### src/spi_mem_pkg.sv
`default_nettype none
package spi_mem_pkg;

  // Opcodes recognised by the instruction decoder
  localparam logic [7:0] write_cmd          = 8'h02;
  localparam logic [7:0] read_cmd           = 8'h03;
  localparam logic [7:0] fast_read_cmd      = 8'h0b;
  localparam logic [7:0] write_disable_cmd  = 8'h04;
  localparam logic [7:0] status_read_cmd    = 8'h05;
  localparam logic [7:0] write_enable_cmd   = 8'h06;
  localparam logic [7:0] page_erase_cmd     = 8'h42;
  localparam logic [7:0] chip_erase_cmd     = 8'h60;
  localparam logic [7:0] chip_erase_alt_cmd = 8'hc7;
  localparam logic [7:0] power_down_cmd     = 8'hb9;
  localparam logic [7:0] wake_cmd           = 8'hab;
  // Marks an ignored or absent instruction
  localparam logic [7:0] no_cmd             = 8'h00;

  // Status register layout and reset values
  localparam int         BUSY_POS    = 0;
  localparam int         LATCH_POS   = 1;
  localparam logic [5:0] STATUS_PAD  = 6'h00;
  localparam logic       LATCH_RESET = 1'b0;
  localparam logic       SLEEP_RESET = 1'b0;

  // Array geometry
  localparam int                   MEM_ADDR_W = 12;
  localparam int                   PAGE_BITS  = 5;
  localparam logic [PAGE_BITS-1:0] PAGE_STEP  = 5'h01;
  localparam logic [5:0]           PAGE_BYTES = 6'h20;

  // Frame sequencer states
  typedef enum logic [6:0] {
    ST_OPCODE = 7'b0000001,
    ST_ADDR   = 7'b0000010,
    ST_DUMMY  = 7'b0000100,
    ST_READ   = 7'b0001000,
    ST_STATUS = 7'b0010000,
    ST_WRITE  = 7'b0100000,
    ST_IGNORE = 7'b1000000
  } state_type;

  // Serial pins as sampled
  typedef struct packed {
    logic sck;
    logic cs_n;
    logic serial_in;
  } pins_type;

  // Idle levels: clock low, chip deselected
  localparam pins_type PINS_IDLE = 3'h2;

  // Request towards the memory array
  typedef struct packed {
    logic [15:0] addr;
    logic [7:0]  data;
    logic        rd;
    logic        load;
  } mem_req_type;

endpackage
`default_nettype wire

### src/pin_sync.sv
`timescale 1ns/1ps
`default_nettype none
module pin_sync (
  input  wire logic                  clk_sys,
  input  wire logic                  reset,
  input  wire logic                  ce,
  input  wire spi_mem_pkg::pins_type pins_raw,
  output var  spi_mem_pkg::pins_type pins_s,
  output logic                       sck_rise,
  output logic                       sck_fall,
  output logic                       cs_rise
);
  import spi_mem_pkg::*;

  pins_type meta_q;
  pins_type sync_q;
  pins_type prev_q;

  // Two-stage synchroniser plus one delay stage for edge detection
  always_ff @(posedge clk_sys) begin
    if (reset) begin
      meta_q <= PINS_IDLE;
      sync_q <= PINS_IDLE;
      prev_q <= PINS_IDLE;
    end else if (ce) begin
      meta_q <= pins_raw;
      sync_q <= meta_q;
      prev_q <= sync_q;
    end
  end

  // Edges come from the settled stage only
  assign pins_s   = sync_q;
  assign sck_rise = sync_q.sck & ~prev_q.sck;
  assign sck_fall = ~sync_q.sck & prev_q.sck;
  assign cs_rise  = sync_q.cs_n & ~prev_q.cs_n;

endmodule
`default_nettype wire

### src/spi_mem_port.sv
`timescale 1ns/1ps
`default_nettype none
module spi_mem_port #(
  parameter int ADDR_W = spi_mem_pkg::MEM_ADDR_W
) (
  input  wire logic                     clk_sys,
  input  wire logic                     reset,
  input  wire logic                     ce,
  input  wire logic                     sck,
  input  wire logic                     cs_n,
  input  wire logic                     serial_in,
  input  wire logic                     array_busy,
  input  wire logic [7:0]               mem_rd_data,
  output logic                          serial_out,
  output logic                          serial_out_oe,
  output var  spi_mem_pkg::mem_req_type mem_req,
  output logic                          program_start,
  output logic                          page_erase_start,
  output logic                          chip_erase_start,
  output logic                          power_down,
  output logic [7:0]                    device_status
);
  import spi_mem_pkg::*;

  pins_type    pins_raw;
  pins_type    pins_s;
  logic        sck_rise;
  logic        sck_fall;
  logic        cs_rise;
  state_type   state_q;
  logic [2:0]  bit_cnt_q;
  logic [7:0]  shift_q;
  logic [7:0]  op_q;
  logic        second_q;
  logic        addr_done_q;
  logic [15:0] addr_q;
  logic [5:0]  data_cnt_q;
  logic        rd_pend_q;
  logic [7:0]  tx_q;
  logic        tx_valid_q;
  logic        latch_q;
  logic        sleep_q;
  logic        frame;
  logic        byte_done;
  logic        clean;
  logic        out_pick;
  logic        sending;
  logic [7:0]  new_byte;
  logic [7:0]  status_now;

  // Keep only the implemented address bits so reads wrap at the top
  function automatic logic [15:0] mask_addr(input logic [15:0] a);
    mask_addr = a & ((16'h0001 << ADDR_W) - 16'h0001);
  endfunction

  // Which opcodes may start now, given busy and power-down
  function automatic logic accept_op(input logic [7:0] op, input logic busy,
                                     input logic sleep);
    if (sleep) begin
      accept_op = (op == wake_cmd);
    end else if (busy) begin
      accept_op = (op == status_read_cmd);
    end else begin
      case (op)
        write_cmd, read_cmd, fast_read_cmd, write_disable_cmd,
        status_read_cmd, write_enable_cmd, page_erase_cmd, chip_erase_cmd,
        chip_erase_alt_cmd, power_down_cmd, wake_cmd: accept_op = 1'b1;
        default: accept_op = 1'b0;
      endcase
    end
  endfunction

  // Phase that follows an accepted opcode
  function automatic state_type op_state(input logic [7:0] op);
    case (op)
      write_cmd, read_cmd, fast_read_cmd, page_erase_cmd: op_state = ST_ADDR;
      status_read_cmd: op_state = ST_STATUS;
      default: op_state = ST_IGNORE;
    endcase
  endfunction

  assign pins_raw = '{sck: sck, cs_n: cs_n, serial_in: serial_in};

  pin_sync u_pin_sync (
    .clk_sys  (clk_sys),
    .reset    (reset),
    .ce       (ce),
    .pins_raw (pins_raw),
    .pins_s   (pins_s),
    .sck_rise (sck_rise),
    .sck_fall (sck_fall),
    .cs_rise  (cs_rise)
  );

  // Frame qualifiers shared by every process below
  assign frame      = ~pins_s.cs_n;
  assign byte_done  = ce & frame & sck_rise & (bit_cnt_q == 3'h7);
  assign new_byte   = {shift_q[6:0], pins_s.serial_in};
  assign clean      = (bit_cnt_q == 3'h0);
  assign status_now = {STATUS_PAD, latch_q, array_busy};
  assign out_pick   = tx_q[3'h7 - bit_cnt_q];
  assign sending    = (state_q == ST_READ) || (state_q == ST_STATUS);

  // Input shifter; deselect holds it idle so input is ignored
  always_ff @(posedge clk_sys) begin
    if (reset) begin
      bit_cnt_q <= 3'h0;
      shift_q   <= 8'h00;
    end else if (ce) begin
      if (!frame) begin
        bit_cnt_q <= 3'h0;
      end else if (sck_rise) begin
        shift_q   <= new_byte;
        bit_cnt_q <= bit_cnt_q + 3'h1;
      end
    end
  end

  // Frame sequencer: opcode, address, dummy, then data phase
  always_ff @(posedge clk_sys) begin
    if (reset) begin
      state_q     <= ST_OPCODE;
      op_q        <= no_cmd;
      second_q    <= 1'b0;
      addr_done_q <= 1'b0;
    end else if (ce) begin
      if (!frame) begin
        state_q     <= ST_OPCODE;
        op_q        <= no_cmd;
        second_q    <= 1'b0;
        addr_done_q <= 1'b0;
      end else if (byte_done) begin
        unique case (state_q)
          ST_OPCODE: begin
            if (accept_op(new_byte, array_busy, sleep_q)) begin
              op_q    <= new_byte;
              state_q <= op_state(new_byte);
            end else begin
              op_q    <= no_cmd;
              state_q <= ST_IGNORE;
            end
          end
          ST_ADDR: begin
            second_q <= 1'b1;
            if (second_q) begin
              addr_done_q <= 1'b1;
              case (op_q)
                read_cmd:      state_q <= ST_READ;
                fast_read_cmd: state_q <= ST_DUMMY;
                write_cmd:     state_q <= ST_WRITE;
                default:       state_q <= ST_IGNORE;
              endcase
            end
          end
          ST_DUMMY: state_q <= ST_READ;
          // Data phases hold until deselect; read input is dropped
          ST_READ, ST_STATUS, ST_WRITE, ST_IGNORE: state_q <= state_q;
        endcase
      end
    end
  end

  // Address counter: linear with wrap for reads, page-local for writes
  always_ff @(posedge clk_sys) begin
    if (reset) begin
      addr_q <= 16'h0000;
    end else if (ce && byte_done) begin
      if (state_q == ST_ADDR) begin
        addr_q <= {addr_q[7:0], new_byte};
      end else if (state_q == ST_READ) begin
        addr_q <= mask_addr(addr_q + 16'h0001);
      end else if (state_q == ST_WRITE && latch_q) begin
        addr_q[PAGE_BITS-1:0] <= addr_q[PAGE_BITS-1:0] + PAGE_STEP;
      end
    end
  end

  // Array requests; each strobe lasts one enabled cycle
  always_ff @(posedge clk_sys) begin
    if (reset) begin
      mem_req   <= '0;
      rd_pend_q <= 1'b0;
    end else if (ce) begin
      mem_req.rd   <= 1'b0;
      mem_req.load <= 1'b0;
      rd_pend_q    <= mem_req.rd;
      if (byte_done) begin
        if (state_q == ST_ADDR && second_q && op_q == read_cmd) begin
          mem_req.rd   <= 1'b1;
          mem_req.addr <= mask_addr({addr_q[7:0], new_byte});
        end else if (state_q == ST_DUMMY) begin
          mem_req.rd   <= 1'b1;
          mem_req.addr <= mask_addr(addr_q);
        end else if (state_q == ST_READ) begin
          mem_req.rd   <= 1'b1;
          mem_req.addr <= mask_addr(addr_q + 16'h0001);
        end else if (state_q == ST_WRITE && latch_q) begin
          mem_req.load <= 1'b1;
          mem_req.addr <= mask_addr(addr_q);
          mem_req.data <= new_byte;
        end
      end
    end
  end

  // Count written bytes; saturates at a full page since extras wrap
  always_ff @(posedge clk_sys) begin
    if (reset) begin
      data_cnt_q <= 6'h00;
    end else if (ce) begin
      if (!frame) begin
        data_cnt_q <= 6'h00;
      end else if (byte_done && state_q == ST_WRITE && latch_q
                   && data_cnt_q != PAGE_BYTES) begin
        data_cnt_q <= data_cnt_q + 6'h01;
      end
    end
  end

  // Output byte: array data a cycle after the request, or live status
  always_ff @(posedge clk_sys) begin
    if (reset) begin
      tx_q       <= 8'h00;
      tx_valid_q <= 1'b0;
    end else if (ce) begin
      if (!frame) begin
        tx_valid_q <= 1'b0;
      end else if (rd_pend_q) begin
        tx_q       <= mem_rd_data;
        tx_valid_q <= 1'b1;
      end else if (byte_done && (state_q == ST_STATUS ||
                   (state_q == ST_OPCODE && op_state(new_byte) == ST_STATUS
                    && accept_op(new_byte, array_busy, sleep_q)))) begin
        tx_q       <= status_now;
        tx_valid_q <= 1'b1;
      end
    end
  end

  // Serial output changes only on falling edges in a data phase and clears at deselect; in mode 3
  // the falling edge right after select finds the opcode phase and is skipped
  always_ff @(posedge clk_sys) begin
    if (reset) begin
      serial_out    <= 1'b0;
      serial_out_oe <= 1'b0;
    end else if (ce) begin
      if (!frame) begin
        serial_out    <= 1'b0;
        serial_out_oe <= 1'b0;
      end else if (sck_fall && tx_valid_q && sending) begin
        serial_out    <= out_pick;
        serial_out_oe <= 1'b1;
      end
    end
  end

  // Write enable latch, power-down and the commit strobes at deselect
  always_ff @(posedge clk_sys) begin
    if (reset) begin
      latch_q          <= LATCH_RESET;
      sleep_q          <= SLEEP_RESET;
      program_start    <= 1'b0;
      page_erase_start <= 1'b0;
      chip_erase_start <= 1'b0;
    end else if (ce) begin
      program_start    <= 1'b0;
      page_erase_start <= 1'b0;
      chip_erase_start <= 1'b0;
      // Wake acts on the eighth rising edge, not on deselect
      if (byte_done && state_q == ST_OPCODE && sleep_q && new_byte == wake_cmd) begin
        sleep_q <= 1'b0;
      end
      // A partial byte at deselect leaves everything untouched
      if (cs_rise && clean) begin
        case (op_q)
          write_enable_cmd: latch_q <= 1'b1;
          write_disable_cmd: latch_q <= 1'b0;
          write_cmd: begin
            if (latch_q && data_cnt_q != 6'h00) begin
              program_start <= 1'b1;
              latch_q       <= 1'b0;
            end
          end
          page_erase_cmd: begin
            if (latch_q && addr_done_q) begin
              page_erase_start <= 1'b1;
              latch_q          <= 1'b0;
            end
          end
          chip_erase_cmd, chip_erase_alt_cmd: begin
            if (latch_q) begin
              chip_erase_start <= 1'b1;
              latch_q          <= 1'b0;
            end
          end
          power_down_cmd: begin
            sleep_q <= 1'b1;
            latch_q <= 1'b0;
          end
          default: ;
        endcase
      end
    end
  end

  // Registered status image for the array side
  always_ff @(posedge clk_sys) begin
    if (reset) begin
      device_status <= 8'h00;
    end else if (ce) begin
      device_status <= status_now;
    end
  end

  assign power_down = sleep_q;

  a_oe_idle: assert property (@(posedge clk_sys) disable iff (reset)
    ($past(ce) && !$past(frame)) |-> !serial_out_oe)
    else $error("output enabled while deselected");

  a_status_bits: assert property (@(posedge clk_sys) disable iff (reset)
    $past(ce) |-> (device_status[7:2] == STATUS_PAD
                   && device_status[LATCH_POS] == $past(latch_q)
                   && device_status[BUSY_POS] == $past(array_busy)))
    else $error("status image wrong");

  a_latch_set: assert property (@(posedge clk_sys) disable iff (reset)
    (ce && cs_rise && clean && op_q == write_enable_cmd) |=> latch_q)
    else $error("write enable did not set latch");

  a_latch_keep: assert property (@(posedge clk_sys) disable iff (reset)
    (ce && cs_rise && !clean) |=> (latch_q == $past(latch_q)))
    else $error("partial byte changed latch");

  a_latch_clear: assert property (@(posedge clk_sys) disable iff (reset)
    (ce && cs_rise && clean && (op_q == write_disable_cmd
     || op_q == power_down_cmd)) |=> !latch_q)
    else $error("latch not cleared");

  a_prog_latch: assert property (@(posedge clk_sys) disable iff (reset)
    $rose(program_start) |-> ($past(latch_q) && !latch_q))
    else $error("program started without latch");

  a_busy_gate: assert property (@(posedge clk_sys) disable iff (reset)
    (byte_done && state_q == ST_OPCODE && !sleep_q && array_busy
     && new_byte != status_read_cmd) |=> (op_q == no_cmd && state_q == ST_IGNORE))
    else $error("instruction taken while busy");

  a_sleep_gate: assert property (@(posedge clk_sys) disable iff (reset)
    (byte_done && state_q == ST_OPCODE && sleep_q && new_byte != wake_cmd)
    |=> (op_q == no_cmd && sleep_q))
    else $error("instruction taken in power-down");

  a_read_next: assert property (@(posedge clk_sys) disable iff (reset)
    (byte_done && state_q == ST_READ)
    |=> (mem_req.rd && mem_req.addr == mask_addr($past(addr_q) + 16'h0001)))
    else $error("read address not advanced");

  a_out_bit: assert property (@(posedge clk_sys) disable iff (reset)
    (ce && frame && sck_fall && tx_valid_q && sending)
    |=> (serial_out_oe && serial_out == $past(out_pick)))
    else $error("wrong output bit");

  a_status_loop: assert property (@(posedge clk_sys) disable iff (reset)
    (byte_done && state_q == ST_STATUS) |=> (tx_q == $past(status_now)))
    else $error("status not reloaded");

endmodule
`default_nettype wire

### config.mk
export PLATFORM = sky130hd
export DESIGN_NAME = spi_mem_port
export DESIGN_NICKNAME = d
export VERILOG_FILES = /design/src/spi_mem_pkg.sv /design/src/pin_sync.sv /design/src/spi_mem_port.sv
export SDC_FILE = /design/constraint.sdc
export NUM_CORES = 1
export LEC_CHECK = 0
export ABC_AREA = 1
export BUFFER_PORTS_ARGS = -buffer_cell sky130_fd_sc_hd__buf_2
export CORE_MARGIN = 10
export CORE_UTILIZATION = 40
export CTS_BUF_LIST = sky130_fd_sc_hd__clkbuf_16
export CTS_CLUSTER_DIAMETER = 40
export CTS_CLUSTER_SIZE = 20
export DETAILED_ROUTE_END_ITERATION = 12
export PLACE_DENSITY = 0.6
export RECOVER_POWER = 50
export SLEW_MARGIN = 20
export SYNTH_ARGS = -nofsm -noshare
export SYNTH_HDL_FRONTEND = slang
export SYNTH_HIERARCHICAL = 1
export SYNTH_SLANG_ARGS = --single-unit
### constraint.sdc
create_clock -name clk_sys -period 6 [get_ports clk_sys]
set_clock_uncertainty 0.2 [all_clocks]
set_input_delay 1.2 -clock clk_sys [delete_from_list [all_inputs] [get_ports clk_sys]]
set_output_delay 1.2 -clock clk_sys [all_outputs]
set_load 0.02 [all_outputs]
* After elaboration in Yosys (flattened, before gate mapping)
Cells that the tools add are included.
Storage, ports and cells: input bits 15, register bits 98, output and inout bits 40
Cells by class: equality and inequality tests 34, add/subtract/negate cells 5, reductions and logical operators 55, muxes and demuxes 80, order comparisons 1, bitwise gates (word level) 13
Operators by type and width (count):
- 7-bit two-way mux | 9
- 1-bit two-way mux | 48
- 16-bit two-way mux | 3
- 8-bit two-way mux | 6
- 7-bit one-hot mux with 3 select lines | 2
- 8-bit by 3-bit equality test with 1-bit output, second input constant | 5
- 8-bit equality test, second input constant | 5
- 8-bit by 2-bit equality test with 1-bit output, second input constant | 4
- 8-bit by 7-bit equality test with 1-bit output, second input constant | 4
- 24-bit two-way mux | 1
- 1-bit logical AND | 18
- 2-bit nonzero test | 9
- 8-bit by 4-bit equality test with 1-bit output, second input constant | 2
- 3-bit AND reduction | 5
- 7-bit by 5-bit equality test with 1-bit output, second input constant | 2
- 7-bit one-hot mux with 2 select lines | 1
- 12-bit by 1-bit adder with 12-bit output, second input constant | 1
- 12-bit two-way mux | 1
- 6-bit two-way mux | 2
- 2-bit AND reduction | 6
- 4-bit OR reduction | 3
- 11-bit OR reduction | 1
- 5-bit two-way mux | 2
- 4-bit AND reduction | 2
- other kinds (30) | 46

* Longest topological paths before layout
Gate-level depths: netlist of run 1.
depth after elaboration 15, gate-level depth with buffers 19

* Modules after synthesis
The synthesis of run 1 kept the hierarchy.
Modules (own cells, without submodules):
- spi_mem_port | sequential area each 1721.7 µm², area each 4528.1 µm², instances 1, cells an instance 640
- pin_sync | sequential area each 160.2 µm², area each 329.1 µm², instances 1, cells an instance 50

* Least setup slack after synthesis of run 1
No wires, ideal clock.
path kind input-to-reg, from input ce, to register data_cnt_q[5], stages on the path 14, data required time 5.681 ns, arrival 2.467 ns, buffers on the path 1, slack 3.214 ns, path through buf_4 > nand2_2 > nor2_4 > nand2_2 > inv_1 > nand2_2 > inv_4 > o21ai_2 > nand2_2 > nand2_1 > nor2_1 > nand2_1 > o21ai_1 > a21oi_1
On the way: longest elaborated chain between the ends 8
Ends and longest elaborated chain:
- start, declared | line spi_mem_port.sv:8 | input wire logic ce,
- 1-bit bitwise AND (3 in series) | line spi_mem_port.sv:97 | assign byte_done = ce & frame & sck_rise & (bit_cnt_q == 3'h7);
- 1-bit logical AND (2 in series) | line spi_mem_port.sv:213 | end else if (byte_done && state_q == ST_WRITE && latch_q
- 1-bit logical AND | line spi_mem_port.sv:214 | && data_cnt_q != PAGE_BYTES) begin
- 2-bit nonzero test (no source line)
- 2-bit AND reduction (no source line) (*)
- end signal, assigned | line spi_mem_port.sv:215 | data_cnt_q <= data_cnt_q + 6'h01;
- end, declared | line spi_mem_port.sv:37 | logic [5:0] data_cnt_q;
Mark *: on every way between the ends. The rest lies on a longest branch, timed or not. A chain may end at the register's enable or synchronous reset.

==> impl_metrics.toml, run 1 <==
[pwr]
p_per_area_nw_per_um2 = 250
ir_drop_v = 0.000150
power.leakage_nw = 2.11

[die]
die-area_um2 = 17000
design.core.area_um2 = 12000
rows = 40
die_w_um = 130
initial_utilization = 0.406
ioPinCount = 55
die_h_um = 130

[synthesis]
ys_seq_area_frac = 0.387
synth_top_family_by_area = "simple AND/OR/NAND/NOR gates"
muxShareOfSynthArea = 0
synth_compound_area_frac = 0.207
synth-adder-area-share = 0.0155
syn_area_um2 = 4860
synth.area.top_cells = "dfxtp_1, nand2_1, a21oi_1, nor2_1, inv_1"
yosysWarnings = 6
yosys.area_share.simple = 0.264
synth_cells = 690
ys_async_sr_fraction = 0
synth_cell_type_count = 46
synth_top_cell_area_share = 0.387
synth_area_leader_cell = "dfxtp_1"
synth_edf_count = 0
ys_ff_latch = 94
synth-xor-area-share = 0.0180
synth.avg_cell_area_um2 = 7.04
synth-main-ff-cell = "dfxtp_1"

[routing]
via_count = 4575
post_drt_via_cell_ratio = 5.23
drtAntennaViolNets = 0
wire_per_inst_um = 14.9
drt_wl_total_um = 13100
drtIter0Drc = 328
route.detailed.drc = 0
drt_pass1_iterations = 5

[sta]
fin_setup_tns_ns = 0
fmax_mhz = 222
whs_ns = 0.262
rsz0062_at_grt = "no"
timing.final.crit_share = 0.751
hold_viol_final = 0
min_period_ns = 4.51
maxSlewHeadroom = -0.431
finalSetupViolations = 0
tightest_slew_ns = 2.15
slew_viol_final = 44

[cells_and_area]
drive_above_1_share = 0.114
layout_common_cells = "nand2_1, dfxtp_1, nor2_1"
antenna_cells = 0
area_growth_pct = 10.7
fin_nets = 743
mostFrequentLayoutCell = "nand2_1"

[cts]
post_cts_buffers = 0
clkTransAtPathRegs_ns = 0.07
cts_tree = "built"
insertion_delay_ns = 0.35
htreeDepth = 3
hold_buffers = 0
cts_max_path_buffers = 2
cts_buffers = 9
clock_tree.root_cell = "clkbuf_16"
clkSinkCount = 94
post_cts_resized = 0

[hold_path]
worstHoldPathType = "reg -> reg"

[worst_setup_path]
worstPathMaxFanout = 43
crit_chain = "buf_2 -> clkbuf_1 -> inv_1 -> o21ai_1 -> a21oi_1"
end_kind = "flop"
cp.required_ns = 5.99
crit_path_start_kind = "input port"
max_stage_delay_ns = 1.51
cpMaxStageDelayCell = "clkbuf_1"
worst-path-buf-inv = 3
cp.arrival_ns = 4.50
crit_family = "buffers and inverters"
worstSetupPathType = "in -> reg"

[grt]
grt_start_max_net_pins = 44
antenna_found_initial = 0
grt_pass1_vias = 4312
grt_first_pass_wirelength_um = 21500
overflow = 0
grt_usage = 0.159

[job]
drv_cap = 1

[status]
status = "finished, violations left"
failed_checks = "max-capacitance violations, max-slew violations"

[place]
dpl.hpwl_um = 9570
io_buffers = 44
finalWeightedCongestion = 0.924
metrics by stage:
| step | utilization | worst slack [ns] | total power, W | area [um^2] | cells |
|---|---|---|---|---|---|
| global route | 0.450 | 1.07 | 0.00140 | 5380 | 874 |
| global placement | 0.426 | 2.17 | 0.000732 | 5100 | 858 |
| detailed placement | 0.426 | 2.03 | 0.000734 | 5100 | 858 |
| finish | 0.450 | 1.49 | 0.00135 | 5380 | 874 |
| floorplan | - | 3.21 | 0.000717 | 4890 | 699 |
| CTS | 0.453 | 2.39 | 0.00136 | 5420 | 874 |
flip-flops by register name, summed over array words and instances (netlist names):
name and count:
addr_done_q 1, addr_q 12, bit_cnt_q 3, chip_erase_start 1, data_cnt_q 6, device_status 2
latch_q 1, mem_req 22, op_q 8, page_erase_start 1, power_down 1, program_start 1
rd_pend_q 1, second_q 1, serial_out 1, serial_out_oe 1, shift_q 7, state_q 7
tx_q 8, tx_valid_q 1, u_pin_sync/meta_q 3, u_pin_sync/pins_s 3, u_pin_sync/prev_q 2
layout make-up:
type                            instances  area (um^2)
Clock inverter                          7         95.1
Multi-Input combinational cell        489         2490
Fill cell                            1270         6580
Clock buffer                            9          225
Timing Repair Buffer                   45          186
Sequential cell                        94         1880
Tap cell                              147          184
Inverter                               83          317
logic make-up (layout without fill, tap and decap cells):
family          after synthesis  count (layout)
fa+ha+maj                     6               6
buf+inv                     116             144
simple gates                290             290
flops                        94              94
other cells                   1              10
xor+xnor                     10              10
compound gates              173             173
cell usage after synthesis, types with 2 or more instances:
| cell | instances |
|---|---|
| a211oi_1 | 3 |
| a21oi_1 | 69 |
| a21oi_2 | 10 |
| a221oi_1 | 10 |
| a31oi_1 | 8 |
| buf_2 | 3 |
| buf_4 | 14 |
| buf_6 | 3 |
| clkbuf_1 | 13 |
| dfxtp_1 | 94 |
| ha_1 | 6 |
| inv_1 | 67 |
| inv_2 | 13 |
| inv_4 | 2 |
| nand2_1 | 147 |
| nand2_2 | 10 |
| nand2_4 | 2 |
| nand3_1 | 17 |
| nand4_1 | 11 |
| nor2_1 | 71 |
| nor2_2 | 5 |
| nor3_1 | 10 |
| nor3_2 | 2 |
| nor4_1 | 5 |
| o211ai_1 | 5 |
| o21ai_0 | 49 |
| o21ai_1 | 10 |
| o22ai_1 | 2 |
| o41ai_1 | 2 |
| or2_2 | 2 |
| xor2_1 | 10 |
report_power, final:
part,internal (W),switching [W],total [W]
clock network,0.000367,0.000259,0.000626
registers,0.000632,0.0000103,0.000643
logic,0.0000200,0.0000564,0.0000764
total,0.00102,0.000326,0.00135
worst min-delay path, cell delays in order (launching register included):
cell and delay, ns:
dfxtp_1 0.31, nand2_1 0.06, a21oi_1 0.05
worst paths after layout:
kind,start,endpoint,slack (ns),cells past startpoint
worst max-delay path,reset,mem_req[16],1.49,5
worst min-delay path,tx_q[1],tx_q[1],0.26,2
worst max register to register,state_q[4],mem_req[21],3.02,10
worst min register to register,tx_q[1],tx_q[1],0.26,2
per-layer routing:
layer,part of all wire,up-vias,GRT usage
met1,0.46,2120,0.201
met2,0.47,107,0.260
met5,0,-,0
met3,0.052,15,0.0361
li1,-,2333,-
met4,0.018,0,0.0556
Power figures use the tool's default switching activity.
==> run 2, diff against run 1 <==
==> constraint.sdc (replaced) <==
create_clock -name clk_sys -period 4.41 [get_ports clk_sys]
set_clock_uncertainty 0.2 [all_clocks]
set_input_delay 0.882 -clock clk_sys [delete_from_list [all_inputs] [get_ports clk_sys]]
set_output_delay 0.882 -clock clk_sys [all_outputs]
set_load 0.02 [all_outputs]
==> impl_metrics.toml, run 2 (same netlist as run 1, synthesis figures left out) <==
[status]
status = "finished, violations left"
failed_checks = "max-capacitance violations, max-slew violations"

[cts]
insertion_delay_ns = 0.36
post_cts_resized = 0
post_cts_buffers = 0
cts_buffers = 9
clock_tree.root_cell = "clkbuf_16"
hold_buffers = 0
clkSinkCount = 94
htreeDepth = 3
clkTransAtPathRegs_ns = 0.07
cts_tree = "built"
cts_max_path_buffers = 2

[hold_path]
worstHoldPathType = "reg -> reg"
hold_end = "u_pin_sync/meta_q[1]"
holdCritStartpoint = "u_pin_sync/meta_q[1]"
whs_path_depth = 2

[cells_and_area]
utilization = 0.448
top_register = "mem_req"
drive_above_1_share = 0.109
regArea_um2 = 1880
area_growth_pct = 10.4
fin_nets = 743
largest_reg_flops = 22
layout_common_cells = "nand2_1, dfxtp_1, nor2_1"
fillers = 1248
mostFrequentLayoutCell = "nand2_1"
reg_top3 = "mem_req x22, addr_q x12"
multi_input_area_um2 = 2490
antenna_cells = 0
stdcell_area_um2 = 5360

[pwr]
ir_drop_v = 0.000228
power.leakage_nw = 2.11
p_per_area_nw_per_um2 = 334

[die]
rows = 40
die_w_um = 130
die_h_um = 130
die-area_um2 = 17000
ioPinCount = 55
design.core.area_um2 = 12000
initial_utilization = 0.406

[sta]
fmax_mhz = 301
finalSetupViolations = 0
whs_ns = 0.262
slew_viol_final = 40
timing.final.crit_share = 0.752
maxSlewHeadroom = -0.299
setup_ws_ns = 1.09
tightest_slew_ns = 1.95
fin_setup_tns_ns = 0
rsz0062_at_grt = "no"
min_period_ns = 3.32
hold_viol_final = 0

[grt]
overflow = 0
grt_start_max_net_pins = 41
antenna_found_initial = 0
grt_usage = 0.158
grt_pass1_vias = 4425
grt_first_pass_wirelength_um = 21300

[worst_setup_path]
crit_path_start_kind = "input port"
r2r_cells = 10
r2r_end = "mem_req[19]"
crit_start = "ce"
end_kind = "flop"
r2r_slack_ns = 1.42
worstPathMaxFanout = 24
worstSetupPathType = "in -> reg"
cp.arrival_ns = 3.40
cp.required_ns = 4.49
r2r-start = "state_q[4]"

[place]
dpl.hpwl_um = 9500
io_buffers = 44
place_area_um2 = 5100
pre_cts_ws_ns = 0.717
finalWeightedCongestion = 0.917

[routing]
wire_per_inst_um = 14.9
drt_wl_total_um = 13000
drt_pass1_iterations = 5
via_count = 4624
drtIter0Drc = 456
drtAntennaViolNets = 0
route.detailed.drc = 0
post_drt_via_cell_ratio = 5.30

[job]
drv_cap = 1
run 2: cell count changes in the layout (fill, tap and decap cells not counted), sizes merged:
cell	delta
buf	-1
clkbuf	+1
clkinv	-1
run 2: per-layer routing:
metal / global-route usage / up-vias / wire [um]
li1: - / 2341 / -
met2: 0.251 / 126 / 5920
met3: 0.0406 / 24 / 794
met4: 0.0734 / 0 / 348
met1: 0.197 / 2133 / 5910
met5: 0 / - / 0
run 2: final cells by class:
cell class,count,area share
clock buffer,9,0.0420
clock inverter,6,0.0149
inverter,83,0.0590
multi-input combinational,489,0.464
sequential,94,0.351
tap,147,0.0343
timing repair buffer,45,0.0345
run 2: where the power goes:
group	switching (W)	internal (W)	leakage, nW
Combinational	0.0000767	0.0000271	1.19
Sequential	0.0000137	0.000861	0.761
Clock	0.000327	0.000488	0.154
run 2: worst max path at each step:
stage	endpoint	depth (start not counted)
after floorplan	data_cnt_q[5]	14
after detailed placement	mem_req[19]	10
final	mem_req[19]	10
after global routing	mem_req[11]	10
after global placement	mem_req[21]	10
after CTS	mem_req[19]	10
run 2: critical path, stage by stage:
cell	delay [ns]
buf_2	0.35
nand2_2	0.13
nor2_4	0.32
nand2_2	0.14
inv_1	0.18
nand2_2	0.12
inv_4	0.16
or2_1	0.73
o21ai_0	0.16
a31oi_1	0.20
run 2: metrics by stage:
stage,instances,total power [W]
after floorplan,699,0.000976
after global placement,858,0.000996
after detailed placement,858,0.000997
after CTS,873,0.00181
after global routing,873,0.00186
final,873,0.00179
